$ cat src/hw/pcg_pkg.sv
// Shared constants for the clock generator control block.
package pcg_pkg;

	// ------------------------------------------------------------------
	// Register byte offsets
	// ------------------------------------------------------------------
	localparam logic [4:0] OFS_CTRL  = 5'h00; // Power, source select, irq enable.
	localparam logic [4:0] OFS_BW    = 5'h04; // Bandwidth mode, filter and lock status.
	localparam logic [4:0] OFS_MULT  = 5'h08; // Modulo divider value.
	localparam logic [4:0] OFS_RANGE = 5'h0c; // Prescaler and range exponent.
	localparam logic [4:0] OFS_LIN   = 5'h10; // Linear range factor.
	localparam logic [4:0] OFS_RDIV  = 5'h14; // Reference divider.
	localparam logic [4:0] OFS_STAT  = 5'h18; // Sticky lock-change flag.

	// ------------------------------------------------------------------
	// Field positions
	// ------------------------------------------------------------------
	localparam int BIT_PON    = 0; // Control: PLL power on.
	localparam int BIT_BCS    = 1; // Control: base clock source select.
	localparam int BIT_IRQEN  = 2; // Control: lock interrupt enable.
	localparam int BIT_AUTO   = 0; // Bandwidth: automatic mode.
	localparam int BIT_TRACK  = 1; // Bandwidth: filter tracking select or status.
	localparam int BIT_LOCK   = 2; // Bandwidth: lock status.
	localparam int BIT_LCHG   = 0; // Status: lock changed.
	localparam int RANGE_P_LO = 0; // Range: prescaler exponent low bit.
	localparam int RANGE_E_LO = 2; // Range: VCO range exponent low bit.

	// ------------------------------------------------------------------
	// Reset values
	// ------------------------------------------------------------------
	localparam logic       RST_AUTO = 1'b0;  // Manual mode after reset.
	localparam logic [7:0] RST_MULT = 8'h01; // Modulo divider value.
	localparam logic [7:0] RST_LIN  = 8'h00; // Zero keeps the PLL disabled.
	localparam logic [3:0] RST_RDIV = 4'h1;  // Reference divider value.

	// ------------------------------------------------------------------
	// Timing and frequency constants
	// ------------------------------------------------------------------
	localparam int          CLK_FREQ_HZ  = 40000000; // System clock rate.
	localparam logic [31:0] NOM_FREQ_HZ  = 32'd38400; // Nominal VCO center step.
	localparam logic [1:0]  SWITCH_EDGES = 2'd3;      // Edges held per source.
	localparam logic [7:0]  LD_WINDOW    = 8'd16;     // Reference ticks per window.
	localparam logic [7:0]  LD_TRACK_TOL = 8'd2;      // Window error for tracking.
	localparam logic [7:0]  LD_LOCK_TOL  = 8'd1;      // Window error for lock.

	// ------------------------------------------------------------------
	// Base clock transition states
	// ------------------------------------------------------------------
	typedef enum logic [2:0] {
		ST_RUN = 3'b001, // Output toggles on the selected source.
		ST_OLD = 3'b010, // Holding while the old source ticks.
		ST_NEW = 3'b100  // Holding while the new source ticks.
	} pcg_sw_e;

endpackage

$ cat src/hw/pcg_clock_ctrl.sv
// Clock generator control: base clock selection, PLL dividers and lock status.
//
// What this block does
// - Base clock from crystal or VCO, software selected.
// - Bus clock halves base clock; monitor uses port pin.
// - Oscillator enabled by SIM signal or stop bit.
// - PLL reference is buffered crystal clock.
// - VCO center equals L times 2^E times nominal.
// - Feedback is VCO divided by N times 2^P.
// - Phase detector pulses steer loop filter.
// - Lock detector compares feedback with reference frequency.
// - Acquisition mode reads filter bit as zero.
// - Tracking whenever not acquiring or bit set.
// - Automatic mode switches filter mode by itself.
// - Automatic filter bit read-only, follows tolerance.
// - Automatic lock bit read-only, follows tolerance.
// - Lock change requests interrupt when enabled.
// - Manual mode makes filter bit software control.
// - Manual mode: no lock status, no interrupts.
// - Refuse illegal power and source select combinations.
// - Hold base clock three edges each source.
// - L zero disables PLL; zero dividers act as one.
`timescale 1ns/1ps
module pcg_clock_ctrl
	import pcg_pkg::*;
(
	// Clock and reset
	input  wire logic        CLK_I,
	input  wire logic        SYS_RST_I,
	// Avalon-MM slave
	input  wire logic [4:0]  AVS_ADDRESS_I,
	input  wire logic        AVS_READ_I,
	input  wire logic        AVS_WRITE_I,
	input  wire logic [31:0] AVS_WRITEDATA_I,
	input  wire logic [3:0]  AVS_BYTEENABLE_I,
	output logic [31:0]      AVS_READDATA_O,
	output logic             AVS_WAITREQUEST_O,
	// Clock pins and mode inputs
	input  wire logic        CRYSTAL_CLOCK_I,
	input  wire logic        VCO_CLOCK_I,
	input  wire logic        MONITOR_MODE_I,
	input  wire logic        PORT_C_BIT_THREE_I,
	input  wire logic        SIM_OSCILLATOR_ENABLE_I,
	input  wire logic        OSC_RUN_IN_STOP_I,
	// Oscillator and PLL controls
	output logic             OSC_ENABLE_O,
	output logic             PLL_ENABLE_O,
	output logic [31:0]      VCO_CENTER_FREQ_O,
	output logic             PUMP_UP_O,
	output logic             PUMP_DN_O,
	output logic             FILTER_TRACK_O,
	// Generated clocks
	output logic             PLL_REFERENCE_CLOCK_O,
	output logic             VCO_FEEDBACK_CLOCK_O,
	output logic             FINAL_REFERENCE_CLOCK_O,
	output logic             BASE_CLOCK_OUT_O,
	output logic             BUS_CLOCK_O,
	// Interrupt
	output logic             IRQ_O
);

	// ------------------------------------------------------------------
	// Pin synchronisers
	// ------------------------------------------------------------------
	// Bits: 0 crystal, 1 VCO, 2 monitor mode, 3 port C pin.
	logic [3:0] pin_s1_reg;  // First stage, read only by the second.
	logic [3:0] pin_s2_reg;  // Synchronised levels.
	logic [1:0] clk_d_reg;   // Delayed clock levels for edge detection.
	logic       xtal_rise;   // Crystal rising edge pulse.
	logic       vco_rise;    // VCO rising edge pulse.

	// Two flops per pin; the clocks are far slower than CLK_I by intent.
	always_ff @(posedge CLK_I or posedge SYS_RST_I)
	begin
		if (SYS_RST_I)
		begin
			pin_s1_reg <= 4'h0;
			pin_s2_reg <= 4'h0;
			clk_d_reg  <= 2'h0;
		end
		else
		begin
			pin_s1_reg <= {PORT_C_BIT_THREE_I, MONITOR_MODE_I, VCO_CLOCK_I, CRYSTAL_CLOCK_I};
			pin_s2_reg <= pin_s1_reg;
			clk_d_reg  <= pin_s2_reg[1:0];
		end
	end

	assign xtal_rise = pin_s2_reg[0] & ~clk_d_reg[0];
	assign vco_rise  = pin_s2_reg[1] & ~clk_d_reg[1];

	// ------------------------------------------------------------------
	// Registers
	// ------------------------------------------------------------------
	logic       pon_reg;      // PLL power on.
	logic       bcs_reg;      // Base clock select, one picks the VCO.
	logic       irqen_reg;    // Lock interrupt enable.
	logic       auto_reg;     // Automatic bandwidth mode.
	logic       track_reg;    // Filter mode, zero means acquisition.
	logic       lock_reg;     // Lock status seen by software.
	logic       lchg_reg;     // Sticky lock-change flag.
	logic [7:0] n_reg;        // Modulo divider.
	logic [1:0] p_reg;        // Prescaler exponent.
	logic [1:0] e_reg;        // VCO range exponent.
	logic [7:0] l_reg;        // Linear range factor.
	logic [3:0] r_reg;        // Reference divider.
	logic       pll_active;   // PLL powered with a usable L.
	logic       wr_take;      // Write accepted this cycle.
	logic       lock_next;    // Next lock status.
	logic       det_track;    // Detector tracking decision.
	logic       det_lock;     // Detector lock decision.
	logic [7:0] wd;           // Write data low byte.

	assign pll_active = pon_reg & (l_reg != 8'h00);
	assign wr_take    = AVS_WRITE_I & ~AVS_WAITREQUEST_O & AVS_BYTEENABLE_I[0];
	assign wd         = AVS_WRITEDATA_I[7:0];

	// Power and source select; each illegal combination leaves the bit alone.
	always_ff @(posedge CLK_I or posedge SYS_RST_I)
	begin
		if (SYS_RST_I)
		begin
			pon_reg   <= 1'b0;
			bcs_reg   <= 1'b0;
			irqen_reg <= 1'b0;
		end
		else if (wr_take && AVS_ADDRESS_I == OFS_CTRL)
		begin
			irqen_reg <= wd[BIT_IRQEN];
			// Changing both at once is refused as a whole.
			if (!(wd[BIT_PON] != pon_reg && wd[BIT_BCS] != bcs_reg))
			begin
				if (!(wd[BIT_BCS] && !pon_reg))
					bcs_reg <= wd[BIT_BCS];
				if (!(!wd[BIT_PON] && bcs_reg))
					pon_reg <= wd[BIT_PON];
			end
		end
	end

	// Divider and range settings.
	always_ff @(posedge CLK_I or posedge SYS_RST_I)
	begin
		if (SYS_RST_I)
		begin
			n_reg <= RST_MULT;
			p_reg <= 2'h0;
			e_reg <= 2'h0;
			l_reg <= RST_LIN;
			r_reg <= RST_RDIV;
		end
		else if (wr_take)
		begin
			case (AVS_ADDRESS_I)
				OFS_MULT:  n_reg <= wd;
				OFS_RANGE:
				begin
					p_reg <= wd[RANGE_P_LO +: 2];
					e_reg <= wd[RANGE_E_LO +: 2];
				end
				OFS_LIN:   l_reg <= wd;
				OFS_RDIV:  r_reg <= wd[3:0];
				default:   n_reg <= n_reg; // Other offsets do not touch these.
			endcase
		end
	end

	// Bandwidth mode and filter state; the detector owns it in automatic mode.
	always_ff @(posedge CLK_I or posedge SYS_RST_I)
	begin
		if (SYS_RST_I)
		begin
			auto_reg  <= RST_AUTO;
			track_reg <= 1'b0;
		end
		else
		begin
			if (wr_take && AVS_ADDRESS_I == OFS_BW)
				auto_reg <= wd[BIT_AUTO];
			if (auto_reg)
				track_reg <= pll_active & det_track;
			else if (wr_take && AVS_ADDRESS_I == OFS_BW)
				track_reg <= wd[BIT_TRACK];
		end
	end

	// Lock status is meaningful only in automatic mode.
	assign lock_next = auto_reg & pll_active & det_lock;

	// Lock status and its change flag; a new change beats a clear.
	always_ff @(posedge CLK_I or posedge SYS_RST_I)
	begin
		if (SYS_RST_I)
		begin
			lock_reg <= 1'b0;
			lchg_reg <= 1'b0;
			IRQ_O    <= 1'b0;
		end
		else
		begin
			lock_reg <= lock_next;
			if (auto_reg && irqen_reg && lock_next != lock_reg)
				lchg_reg <= 1'b1;
			else if (!auto_reg)
				lchg_reg <= 1'b0;
			else if (wr_take && AVS_ADDRESS_I == OFS_STAT && wd[BIT_LCHG])
				lchg_reg <= 1'b0;
			IRQ_O <= lchg_reg & auto_reg & irqen_reg;
		end
	end

	chk_irq_on_change: assert property (@(posedge CLK_I) disable iff (SYS_RST_I)
		(auto_reg && irqen_reg && lock_next != lock_reg) |=> ##1 IRQ_O)
		else $error("lock change did not raise the interrupt");
	chk_manual_quiet: assert property (@(posedge CLK_I) disable iff (SYS_RST_I)
		(!auto_reg ##1 !auto_reg) |-> (!lock_reg && !lchg_reg))
		else $error("manual mode shows lock or a pending interrupt");
	chk_bcs_needs_pon: assert property (@(posedge CLK_I) disable iff (SYS_RST_I)
		bcs_reg |-> pon_reg)
		else $error("VCO selected while the PLL is off");
	// The pin lags the status bit by one cycle, and a tracking bit left over from
	// manual mode may still show for that cycle, so the pin is looked at one later.
	chk_auto_track: assert property (@(posedge CLK_I) disable iff (SYS_RST_I)
		(auto_reg && !pll_active) |=> ##1 !FILTER_TRACK_O)
		else $error("filter left acquisition without an active PLL");

	// ------------------------------------------------------------------
	// Avalon-MM slave: one wait cycle, then answer
	// ------------------------------------------------------------------
	logic [7:0] rd_byte; // Read mux result.

	// Unmapped offsets read as zero.
	always_comb
	begin
		rd_byte = 8'h00;
		case (AVS_ADDRESS_I)
			OFS_CTRL:  rd_byte = {5'h00, irqen_reg, bcs_reg, pon_reg};
			OFS_BW:    rd_byte = {5'h00, lock_reg, track_reg, auto_reg};
			OFS_MULT:  rd_byte = n_reg;
			OFS_RANGE: rd_byte = {4'h0, e_reg, p_reg};
			OFS_LIN:   rd_byte = l_reg;
			OFS_RDIV:  rd_byte = {4'h0, r_reg};
			OFS_STAT:  rd_byte = {7'h00, lchg_reg};
			default:   rd_byte = 8'h00;
		endcase
	end

	// Waitrequest drops for one cycle after a request is seen.
	always_ff @(posedge CLK_I or posedge SYS_RST_I)
	begin
		if (SYS_RST_I)
		begin
			AVS_WAITREQUEST_O <= 1'b1;
			AVS_READDATA_O    <= 32'h0000_0000;
		end
		else
		begin
			AVS_WAITREQUEST_O <= ~((AVS_READ_I | AVS_WRITE_I) & AVS_WAITREQUEST_O);
			if (AVS_READ_I && AVS_WAITREQUEST_O)
				AVS_READDATA_O <= {24'h00_0000, rd_byte};
		end
	end

	// ------------------------------------------------------------------
	// Oscillator, reference and center frequency
	// ------------------------------------------------------------------
	always_ff @(posedge CLK_I or posedge SYS_RST_I)
	begin
		if (SYS_RST_I)
		begin
			OSC_ENABLE_O          <= 1'b0;
			PLL_ENABLE_O          <= 1'b0;
			PLL_REFERENCE_CLOCK_O <= 1'b0;
			VCO_CENTER_FREQ_O     <= 32'h0000_0000;
		end
		else
		begin
			OSC_ENABLE_O          <= SIM_OSCILLATOR_ENABLE_I | OSC_RUN_IN_STOP_I;
			PLL_ENABLE_O          <= pll_active;
			PLL_REFERENCE_CLOCK_O <= pin_s2_reg[0];
			VCO_CENTER_FREQ_O     <= (32'(l_reg) << e_reg) * NOM_FREQ_HZ;
		end
	end

	chk_osc_enable: assert property (@(posedge CLK_I) disable iff (SYS_RST_I)
		##1 OSC_ENABLE_O == ($past(SIM_OSCILLATOR_ENABLE_I) | $past(OSC_RUN_IN_STOP_I)))
		else $error("oscillator enable wrong");
	chk_ref_copy: assert property (@(posedge CLK_I) disable iff (SYS_RST_I)
		$rose(pin_s2_reg[0]) |=> PLL_REFERENCE_CLOCK_O)
		else $error("reference clock does not follow the crystal");
	chk_center_freq: assert property (@(posedge CLK_I) disable iff (SYS_RST_I)
		$stable(l_reg) && $stable(e_reg) |=>
			VCO_CENTER_FREQ_O == (32'($past(l_reg)) << $past(e_reg)) * 32'd38400)
		else $error("VCO center frequency wrong");
	chk_l_zero_off: assert property (@(posedge CLK_I) disable iff (SYS_RST_I)
		(l_reg == 8'h00) |=> !PLL_ENABLE_O)
		else $error("PLL enabled with zero linear factor");

	// ------------------------------------------------------------------
	// Dividers, phase and lock detection
	// ------------------------------------------------------------------
	logic        fb_tick;  // Feedback divider tick.
	logic        ref_tick; // Reference divider tick.
	logic [15:0] fb_div;   // Combined prescale and modulo divisor.

	// A zero modulo value acts as one before the prescaler scales it.
	assign fb_div = 16'((n_reg == 8'h00) ? 16'h0001 : {8'h00, n_reg}) << p_reg;

	pcg_divider #(.W(16)) u_fb_div (
		.clk_i     (CLK_I),
		.rst_i     (SYS_RST_I),
		.en_i      (pll_active),
		.edge_i    (vco_rise),
		.divisor_i (fb_div),
		.tick_o    (fb_tick),
		.clk_o     (VCO_FEEDBACK_CLOCK_O)
	);

	pcg_divider #(.W(4)) u_ref_div (
		.clk_i     (CLK_I),
		.rst_i     (SYS_RST_I),
		.en_i      (pll_active),
		.edge_i    (xtal_rise),
		.divisor_i (r_reg),
		.tick_o    (ref_tick),
		.clk_o     (FINAL_REFERENCE_CLOCK_O)
	);

	pcg_lock_detect u_lock (
		.clk_i      (CLK_I),
		.rst_i      (SYS_RST_I),
		.en_i       (pll_active),
		.ref_tick_i (ref_tick),
		.fb_tick_i  (fb_tick),
		.track_o    (det_track),
		.lock_o     (det_lock)
	);

	// Pump pulse lasts from the leading tick to the lagging one.
	always_ff @(posedge CLK_I or posedge SYS_RST_I)
	begin
		if (SYS_RST_I)
		begin
			PUMP_UP_O      <= 1'b0;
			PUMP_DN_O      <= 1'b0;
			FILTER_TRACK_O <= 1'b0;
		end
		else
		begin
			FILTER_TRACK_O <= track_reg;
			if (!pll_active || (ref_tick && fb_tick))
			begin
				PUMP_UP_O <= 1'b0;
				PUMP_DN_O <= 1'b0;
			end
			else if (ref_tick)
			begin
				PUMP_UP_O <= ~PUMP_DN_O;
				PUMP_DN_O <= 1'b0;
			end
			else if (fb_tick)
			begin
				PUMP_DN_O <= ~PUMP_UP_O;
				PUMP_UP_O <= 1'b0;
			end
		end
	end

	chk_pump_exclusive: assert property (@(posedge CLK_I) disable iff (SYS_RST_I)
		!(PUMP_UP_O && PUMP_DN_O))
		else $error("both pump directions active");

	// ------------------------------------------------------------------
	// Base clock transition and bus clock
	// ------------------------------------------------------------------
	pcg_sw_e    sw_reg;    // Transition state.
	logic       sel_reg;   // Source in use, one is the VCO.
	logic [1:0] edge_cnt;  // Edges counted while holding.
	logic       want_vco;  // Requested source after forcing.
	logic       old_edge;  // Edge of the source in use.
	logic       new_edge;  // Edge of the incoming source.
	logic       base_d;    // Base clock one cycle ago.

	assign want_vco = bcs_reg & (l_reg != 8'h00);
	// A stopped VCO cannot be waited for, so it counts as ticking.
	assign old_edge = sel_reg ? (vco_rise | ~pll_active) : xtal_rise;
	assign new_edge = sel_reg ? xtal_rise : vco_rise;

	// Hold the output while each source gives its edges, then swap.
	always_ff @(posedge CLK_I or posedge SYS_RST_I)
	begin
		if (SYS_RST_I)
		begin
			sw_reg           <= ST_RUN;
			sel_reg          <= 1'b0;
			edge_cnt         <= 2'd0;
			BASE_CLOCK_OUT_O <= 1'b0;
		end
		else
		begin
			case (sw_reg)
				ST_RUN:
				begin
					edge_cnt <= 2'd0;
					if (want_vco != sel_reg)
						sw_reg <= ST_OLD;
					else if (old_edge)
						BASE_CLOCK_OUT_O <= ~BASE_CLOCK_OUT_O;
				end
				ST_OLD:
					if (old_edge)
					begin
						edge_cnt <= (edge_cnt == SWITCH_EDGES - 2'd1) ? 2'd0 : edge_cnt + 2'd1;
						if (edge_cnt == SWITCH_EDGES - 2'd1)
							sw_reg <= ST_NEW;
					end
				ST_NEW:
					if (new_edge)
					begin
						edge_cnt <= (edge_cnt == SWITCH_EDGES - 2'd1) ? 2'd0 : edge_cnt + 2'd1;
						if (edge_cnt == SWITCH_EDGES - 2'd1)
						begin
							sel_reg <= ~sel_reg;
							sw_reg  <= ST_RUN;
						end
					end
				default: sw_reg <= ST_RUN;
			endcase
		end
	end

	// Bus clock halves the base clock, or follows the port pin in monitor mode.
	always_ff @(posedge CLK_I or posedge SYS_RST_I)
	begin
		if (SYS_RST_I)
		begin
			base_d      <= 1'b0;
			BUS_CLOCK_O <= 1'b0;
		end
		else
		begin
			base_d <= BASE_CLOCK_OUT_O;
			if (pin_s2_reg[2])
				BUS_CLOCK_O <= pin_s2_reg[3];
			else if (BASE_CLOCK_OUT_O && !base_d)
				BUS_CLOCK_O <= ~BUS_CLOCK_O;
		end
	end

	chk_base_hold: assert property (@(posedge CLK_I) disable iff (SYS_RST_I)
		(sw_reg != ST_RUN) |=> $stable(BASE_CLOCK_OUT_O))
		else $error("base clock moved during a source change");
	chk_bus_half: assert property (@(posedge CLK_I) disable iff (SYS_RST_I)
		(!pin_s2_reg[2] && BASE_CLOCK_OUT_O && !base_d) |=> BUS_CLOCK_O != $past(BUS_CLOCK_O))
		else $error("bus clock did not toggle on a base clock rise");

endmodule

$ cat src/hw/pcg_divider.sv
// Edge-count divider producing a tick pulse and a divided clock level.
`timescale 1ns/1ps
module pcg_divider
	import pcg_pkg::*;
#(
	parameter int W = 16 // Divisor width.
)
(
	// Clock and reset
	input  wire logic         clk_i,
	input  wire logic         rst_i,
	// Control
	input  wire logic         en_i,      // Divider runs while high.
	input  wire logic         edge_i,    // One-cycle pulse per source edge.
	input  wire logic [W-1:0] divisor_i, // Edges per tick, zero acts as one.
	// Result
	output logic              tick_o,    // One-cycle pulse per divided period.
	output logic              clk_o      // Toggles on every tick.
);

	logic [W-1:0] cnt_reg;  // Edges seen in the current period.
	logic [W-1:0] div_last; // Last count of a period.

	// A zero divisor would never end a period, so it behaves as one.
	assign div_last = (divisor_i == '0) ? '0 : divisor_i - W'(1);

	// Count source edges and emit a tick at the end of each period.
	always_ff @(posedge clk_i or posedge rst_i)
	begin
		if (rst_i)
		begin
			cnt_reg <= '0;
			tick_o  <= 1'b0;
			clk_o   <= 1'b0;
		end
		else if (!en_i)
		begin
			cnt_reg <= '0;
			tick_o  <= 1'b0;
		end
		else if (edge_i && cnt_reg >= div_last)
		begin
			cnt_reg <= '0;
			tick_o  <= 1'b1;
			clk_o   <= ~clk_o;
		end
		else
		begin
			cnt_reg <= edge_i ? cnt_reg + W'(1) : cnt_reg;
			tick_o  <= 1'b0;
		end
	end

endmodule

$ cat src/hw/pcg_lock_detect.sv
// Frequency lock detector comparing feedback ticks against reference ticks.
`timescale 1ns/1ps
module pcg_lock_detect
	import pcg_pkg::*;
#(
	parameter logic [7:0] WINDOW    = LD_WINDOW,    // Reference ticks per window.
	parameter logic [7:0] TRACK_TOL = LD_TRACK_TOL, // Tolerance for tracking.
	parameter logic [7:0] LOCK_TOL  = LD_LOCK_TOL   // Tolerance for lock.
)
(
	// Clock and reset
	input  wire logic clk_i,
	input  wire logic rst_i,
	// Inputs
	input  wire logic en_i,       // Detector runs while the PLL is active.
	input  wire logic ref_tick_i, // Divided reference tick.
	input  wire logic fb_tick_i,  // Divided feedback tick.
	// Decisions
	output logic      track_o,    // Frequency close enough for tracking.
	output logic      lock_o      // Frequency locked.
);

	logic [7:0] ref_cnt_reg; // Reference ticks in this window.
	logic [7:0] fb_cnt_reg;  // Feedback ticks in this window.
	logic [7:0] fb_total;    // Feedback count including this cycle.
	logic [7:0] err;         // Absolute frequency error of the window.

	assign fb_total = (fb_tick_i && fb_cnt_reg != 8'hff) ? fb_cnt_reg + 8'h01 : fb_cnt_reg;
	assign err      = (fb_total > WINDOW) ? fb_total - WINDOW : WINDOW - fb_total;

	// Each window ends on a reference tick and decides mode and lock at once.
	always_ff @(posedge clk_i or posedge rst_i)
	begin
		if (rst_i)
		begin
			ref_cnt_reg <= 8'h00;
			fb_cnt_reg  <= 8'h00;
			track_o     <= 1'b0;
			lock_o      <= 1'b0;
		end
		else if (!en_i)
		begin
			ref_cnt_reg <= 8'h00;
			fb_cnt_reg  <= 8'h00;
			track_o     <= 1'b0;
			lock_o      <= 1'b0;
		end
		else if (ref_tick_i && ref_cnt_reg == WINDOW - 8'h01)
		begin
			ref_cnt_reg <= 8'h00;
			fb_cnt_reg  <= 8'h00;
			track_o     <= (err <= TRACK_TOL);
			lock_o      <= (err <= LOCK_TOL);
		end
		else
		begin
			ref_cnt_reg <= ref_tick_i ? ref_cnt_reg + 8'h01 : ref_cnt_reg;
			fb_cnt_reg  <= fb_total;
		end
	end

endmodule

$ cat config.mk
export PLATFORM = sky130hd
export DESIGN_NAME = pcg_clock_ctrl
export DESIGN_NICKNAME = d
export VERILOG_FILES = /design/src/hw/pcg_pkg.sv /design/src/hw/pcg_clock_ctrl.sv /design/src/hw/pcg_divider.sv /design/src/hw/pcg_lock_detect.sv
export SDC_FILE = /design/constraint.sdc
export NUM_CORES = 1
export LEC_CHECK = 0
export BUFFER_PORTS_ARGS = -buffer_cell sky130_fd_sc_hd__buf_2
export CORE_UTILIZATION = 63
export DETAILED_ROUTE_END_ITERATION = 10
export PLACE_DENSITY = 0.87
export SLEW_MARGIN = 15
export SYNTH_ARGS = -nofsm -noshare
export SYNTH_HDL_FRONTEND = slang
export SYNTH_SLANG_ARGS = --single-unit
$ cat constraint.sdc
create_clock -name CLK_I -period 7.4 [get_ports CLK_I]
set_input_delay 0 -clock CLK_I [delete_from_list [all_inputs] [get_ports CLK_I]]
set_output_delay 0 -clock CLK_I [all_outputs]
set_load 0.01 [all_outputs]
Word-level counts from Yosys, hierarchy flattened. Index checks and enable logic that the tools add are counted.

Logic and storage cells: 207. Bits in registers: 131.

Add/subtract/negate cells: 9. Eq/ne operators: 26. Muxes and demuxes: 50. Bitwise gates (word level): 31. Multipliers: 1. Reductions and logical operators: 42. Magnitude comparators: 5. Shift-type cells: 2.

Operators with widths (number): $mux W16 (4); $mux W8 (8); $pmux W8 S7 (1); $mul A32 B7 Y23 const B (1); $shl A8 B2 Y32 (1); $mux W1 (23); $add A16 B1 Y16 const B (1); $add A8 B1 Y8 const B (2); $ge A16 B16 Y1 (1); $logic_and A1 B1 Y1 (16); $logic_not A16 Y1 (1); $mux W4 (4); $not A1 Y1 (16); $shl A8 B2 Y16 (1); $sub A16 B1 Y16 const B (1); $eq A5 B5 Y1 const B (3); $mux W3 (5); $reduce_and A3 Y1 (5); $and A1 B1 Y1 (12); $ne A3 B1 Y1 const B (4); $reduce_and A2 Y1 (6); $eq A5 B4 Y1 const B (2); $ne A2 B2 Y1 const B (5); $pmux W3 S3 (1); 30 further kinds (42).

Longest topological paths before layout.
Word-level depth: 9. Depth in mapped cells: 21. Depth with buffers taken out: 18.

By module. Synthesis repeated with hierarchy kept, for this count alone.

Cells, all modules: 890. Area total of the unflattened synthesis: 8695.8 um2.

Modules (own cells, without submodules): pcg_clock_ctrl (cells each 493, area each 5271.3 um2, times used 1); pcg_divider at u_fb_div (cells each 214, area each 1722.9 um2, times used 1); pcg_lock_detect (cells each 137, area each 1246.2 um2, times used 1); pcg_divider at u_ref_div (cells each 46, area each 455.4 um2, times used 1).

Worst setup path after synthesis. OpenSTA, ideal clock, no wires.

Path kind: register to register. From: register e_reg[1]. To: register VCO_CENTER_FREQ_O[24]. Clock period less this slack: 4.500 ns. Setup time: 0.136 ns. Cell stages (with the launch flop): 18. Arrival: 4.364 ns. Slack: 2.900 ns. Cells stage by stage: dfrtp_1 > clkbuf_1 > mux2_2 > or2_2 > o21ai_0 > inv_1 > ha_1 > ha_1 > inv_1 > fa_1 > inv_1 > fa_1 > ha_1 > and2_1 > a31o_2 > o31ai_1 > o21ai_0 > xor2_1.

Longest elaborated chain between the ends: 2.

Ends and longest elaborated chain: start, declared (line pcg_clock_ctrl.sv:104) `logic [1:0] e_reg;`; start signal, assigned (line pcg_clock_ctrl.sv:159) `e_reg <= wd[RANGE_E_LO +: 2];`; $shl A8 B2 Y32 (line pcg_clock_ctrl.sv:281) `VCO_CENTER_FREQ_O <= (32'(l_reg) << e_reg) * NOM_FREQ_HZ;`; $mul A32 B7 Y23 (line pcg_clock_ctrl.sv:281); end signal, assigned (line pcg_clock_ctrl.sv:281); end, declared (line pcg_clock_ctrl.sv:48) `output logic [31:0] VCO_CENTER_FREQ_O,`.

Every way passes these cells. A chain may end at the register's enable or synchronous reset.

Worst setup path in the final report. Ends and elaborated chain as after synthesis.

==> flow_summary_export.csv <==
group,metric,value,unit
global_routing,antenna_found_initial,0,
clocking,root_buffer,"clkbuf_16",
sta,rsz0062_at_grt,"no",
clocking,cts_max_path_buffers,2,
critical_path,reg2reg_to,"VCO_CENTER_FREQ_O[24]",
sta,maxSlewViolCount,0,
sta,setup_viol,0,
outcome,status,"complete, no violations",
critical_path,crit_slowest_cell,"dfrtp_1",
synth,synth.distinct_cells,67,
critical_path,arrival,5360,ps
die,fp.dieW,117,um
synth,async_flop_share,100,%
global_routing,grt_pass1_vias,6403,
cells_and_area,largest_register_ffs,18,
synth,synth_edf_count,0,
run,max-cap-violations,0,
placement,gp_congestion,0.896,
cells_and_area,antennaDiodeCount,0,
sta,relSlewSlack,15.8,%
placement,portBuffers,61,
clocking,path_clk_slew,60,ps
critical_path,rrSetupSlack,2320,ps
die,coreArea,0.0128,sq mm
die,ios,127,
die,die_y,117,um
clocking,cts.sinks,125,
synth,ys_warn_count,0,
cells_and_area,multi_input_area,0.00471,sq mm
power,power-per-cell-area,236,mW/mm^2
die,fp-row-count,41,
synth,synth_seq_cells,125,
routing,ant_nets,0,
routing,firstDrtPassIters,5,
cells_and_area,fill_cells,889,
sta,hold_viol,0,
sta,fin_tns_setup,0,ps
critical_path,crit_path_end,"VCO_CENTER_FREQ_O[24]",
clocking,cts_tree,"built",
die,start_util,65.1,%
global_routing,grt_overflow,0,
sta,worst_pin_slew,1250,ps
power,p_leak,0.00477,uW
clocking,h-tree-depth,4,
placement,dp_hpwl,12800,um
hold_path,hold_class,"in2reg",
sta,finalClockSkew,8.23,ps
clocking,numCtsBuffers,17,
cells_and_area,final_util,73.5,%
routing,drcViolationCount,0,
global_routing,track_usage,28.7,%
critical_path,max_stage_delay,620,ps
cells_and_area,seqCellArea,0.00313,sq mm
global_routing,grt_max_degree,72,
routing,viasPerCell,5.89,
clocking,clkLatencyLatePin,420,ps
critical_path,r2r-start,"e_reg[1]",
critical_path,crit_start,"e_reg[1]",
critical_path,worstSetupPathType,"reg2reg",
clocking,postCtsSetupBuffers,0,
critical_path,end_kind,"register",
critical_path,critical-path-top-delay-family,"adder cells",
critical_path,crit_buf_inv,3,
synth,ys_seq_area_share,37.7,%
sta,layout_setup_ws,2320,ps
routing,totalWireLength,18400,um
cells_and_area,nets,1080,
synth,synth_area,0.00832,sq mm
critical_path,worstPathCellList,"mux2_2, or2_2, o21ai_0, inv_1, ha_1, ha_1, inv_1, fa_1, inv_1, fa_1, ha_1, and2_1, a31o_2, o31ai_1, o21ai_0, xor2_1",
synth,synth_cells,866,
cells_and_area,drive_gt1_share,15.1,%
global_routing,grt_pass1_wl,29900,um
critical_path,cp.required,7680,ps
synth,ys.flop_type,"dfrtp_1",
power,peakVddDrop,209,uV
die,die_area,0.0137,sq mm
critical_path,crit_fanout,14,
routing,vias,6621,
routing,drt_iter0_markers,645,
hold_path,worst_hold_path.num_cells,5,
critical_path,crit_cells,16,
synth,avgSynthCellArea,9.61,sq um
critical_path,r2r_cells,16,
placement,post-place-ws,2400,ps
cells_and_area,area_delta_synth_final,12.9,%
sta,period_share,68.6,%
routing,wl_per_cell,16.4,um
critical_path,crit_path_start_kind,"register",
sta,post-route-min-period,5080,ps
sta,max_freq,197,MHz
-- layout make-up --
| class | instances | area share (%) |
|---|---|---|
| clock buffer | 26 | 5.42 |
| clock inverter | 6 | 1.12 |
| inverter | 59 | 2.38 |
| multi-input combinational | 655 | 50.1 |
| sequential | 125 | 33.4 |
| tap | 172 | 2.29 |
| timing repair buffer | 81 | 5.33 |
-- what timing repair did --
| action | 4_1_cts | 5_1_grt |
|---|---|---|
| resized for setup | 0 | 0 |
| endpoints found under the hold margin | 86 | 0 |
| hold buffers | 18 | 0 |
-- metal layers --
metal | up-vias | GRT usage [%] | wire, um
li1 | 3114 | - | -
met1 | 3197 | 33.6 | 7450
met2 | 262 | 49.6 | 9360
met3 | 48 | 7.31 | 1070
met4 | 0 | 13.0 | 510
met5 | - | 0 | 0
-- power breakdown --
| part | switching (uW) | total [uW] | internal, uW | leakage [uW] |
|---|---|---|---|---|
| Sequential | 57.7 | 809 | 751 | 0.00167 |
| Combinational | 310 | 548 | 238 | 0.00280 |
| Clock | 291 | 864 | 573 | 0.000304 |
-- cell usage after synthesis, types with 15 or more instances --
master    instances  area share, %
nand3_1          18            1.1
and3_1           19            1.4
a21oi_1          49            2.9
mux2_2           34            4.6
ha_1             77             12
nor2_1           62            2.8
o21ai_0          36            2.2
clkbuf_1         20           0.90
nand2_1          62            2.8
xnor2_1          24            2.5
a31oi_1          15            1.1
dfrtp_1         121             36
buf_4            38            3.4
mux2i_1          20            2.4
nand2b_1         20            1.5
inv_1            58            2.6
-- logic make-up after synthesis --
family | Yosys count | synth area share [%]
other cells | 2 | 0.0903
buf+inv | 125 | 7.56
compound gates | 173 | 13.2
xor+xnor | 36 | 3.79
fa+ha+maj | 90 | 14.7
flops | 125 | 37.7
mux | 54 | 7.01
simple gates | 261 | 16.0
-- placed cells by master, fill, tap and decap left out, drive strengths merged, types with 13 or more instances in the layout --
master	count
dfrtp	121
ha	77
buf	63
nor2	62
nand2	62
inv	59
a21oi	50
conb	41
o21ai	41
mux2	34
clkbuf	26
xnor2	24
nand2b	20
mux2i	20
and3	19
nand3	18
dlygate4sd3	18
a31oi	15
nor3	14
fa	13
-- worst reg2reg max path, cell delays in order (launching register included) --
cell,delay (ps)
dfrtp_1,620
mux2_2,410
or2_2,270
o21ai_0,150
inv_1,200
ha_1,320
ha_1,270
inv_1,60
fa_1,550
inv_1,60
fa_1,460
ha_1,380
and2_1,200
a31o_2,230
o31ai_1,370
o21ai_0,230
xor2_1,190
-- metrics by stage --
stage	total power [uW]	cell area, sq um	std cells	hold slack [ps]
after floorplan	1220	8470	905	31.4
after global placement	1310	8600	1074	110
after detailed placement	1350	8600	1074	112
after CTS	2230	9390	1124	47.2
after global routing	2340	9390	1124	83.1
final	2220	9390	1124	62.0
-- how the worst min path moves through the flow --
stage | startpoint | end
3_3_place_gp | CRYSTAL_CLOCK_I | pin_s1_reg[0]
3_5_place_dp | MONITOR_MODE_I | pin_s1_reg[2]
4_1_cts | AVS_ADDRESS_I[1] | irqen_reg
6_report | AVS_ADDRESS_I[1] | irqen_reg
2_1_floorplan | CRYSTAL_CLOCK_I | pin_s1_reg[0]
5_1_grt | AVS_ADDRESS_I[0] | pon_reg
(Power assumes the default switching activity.)
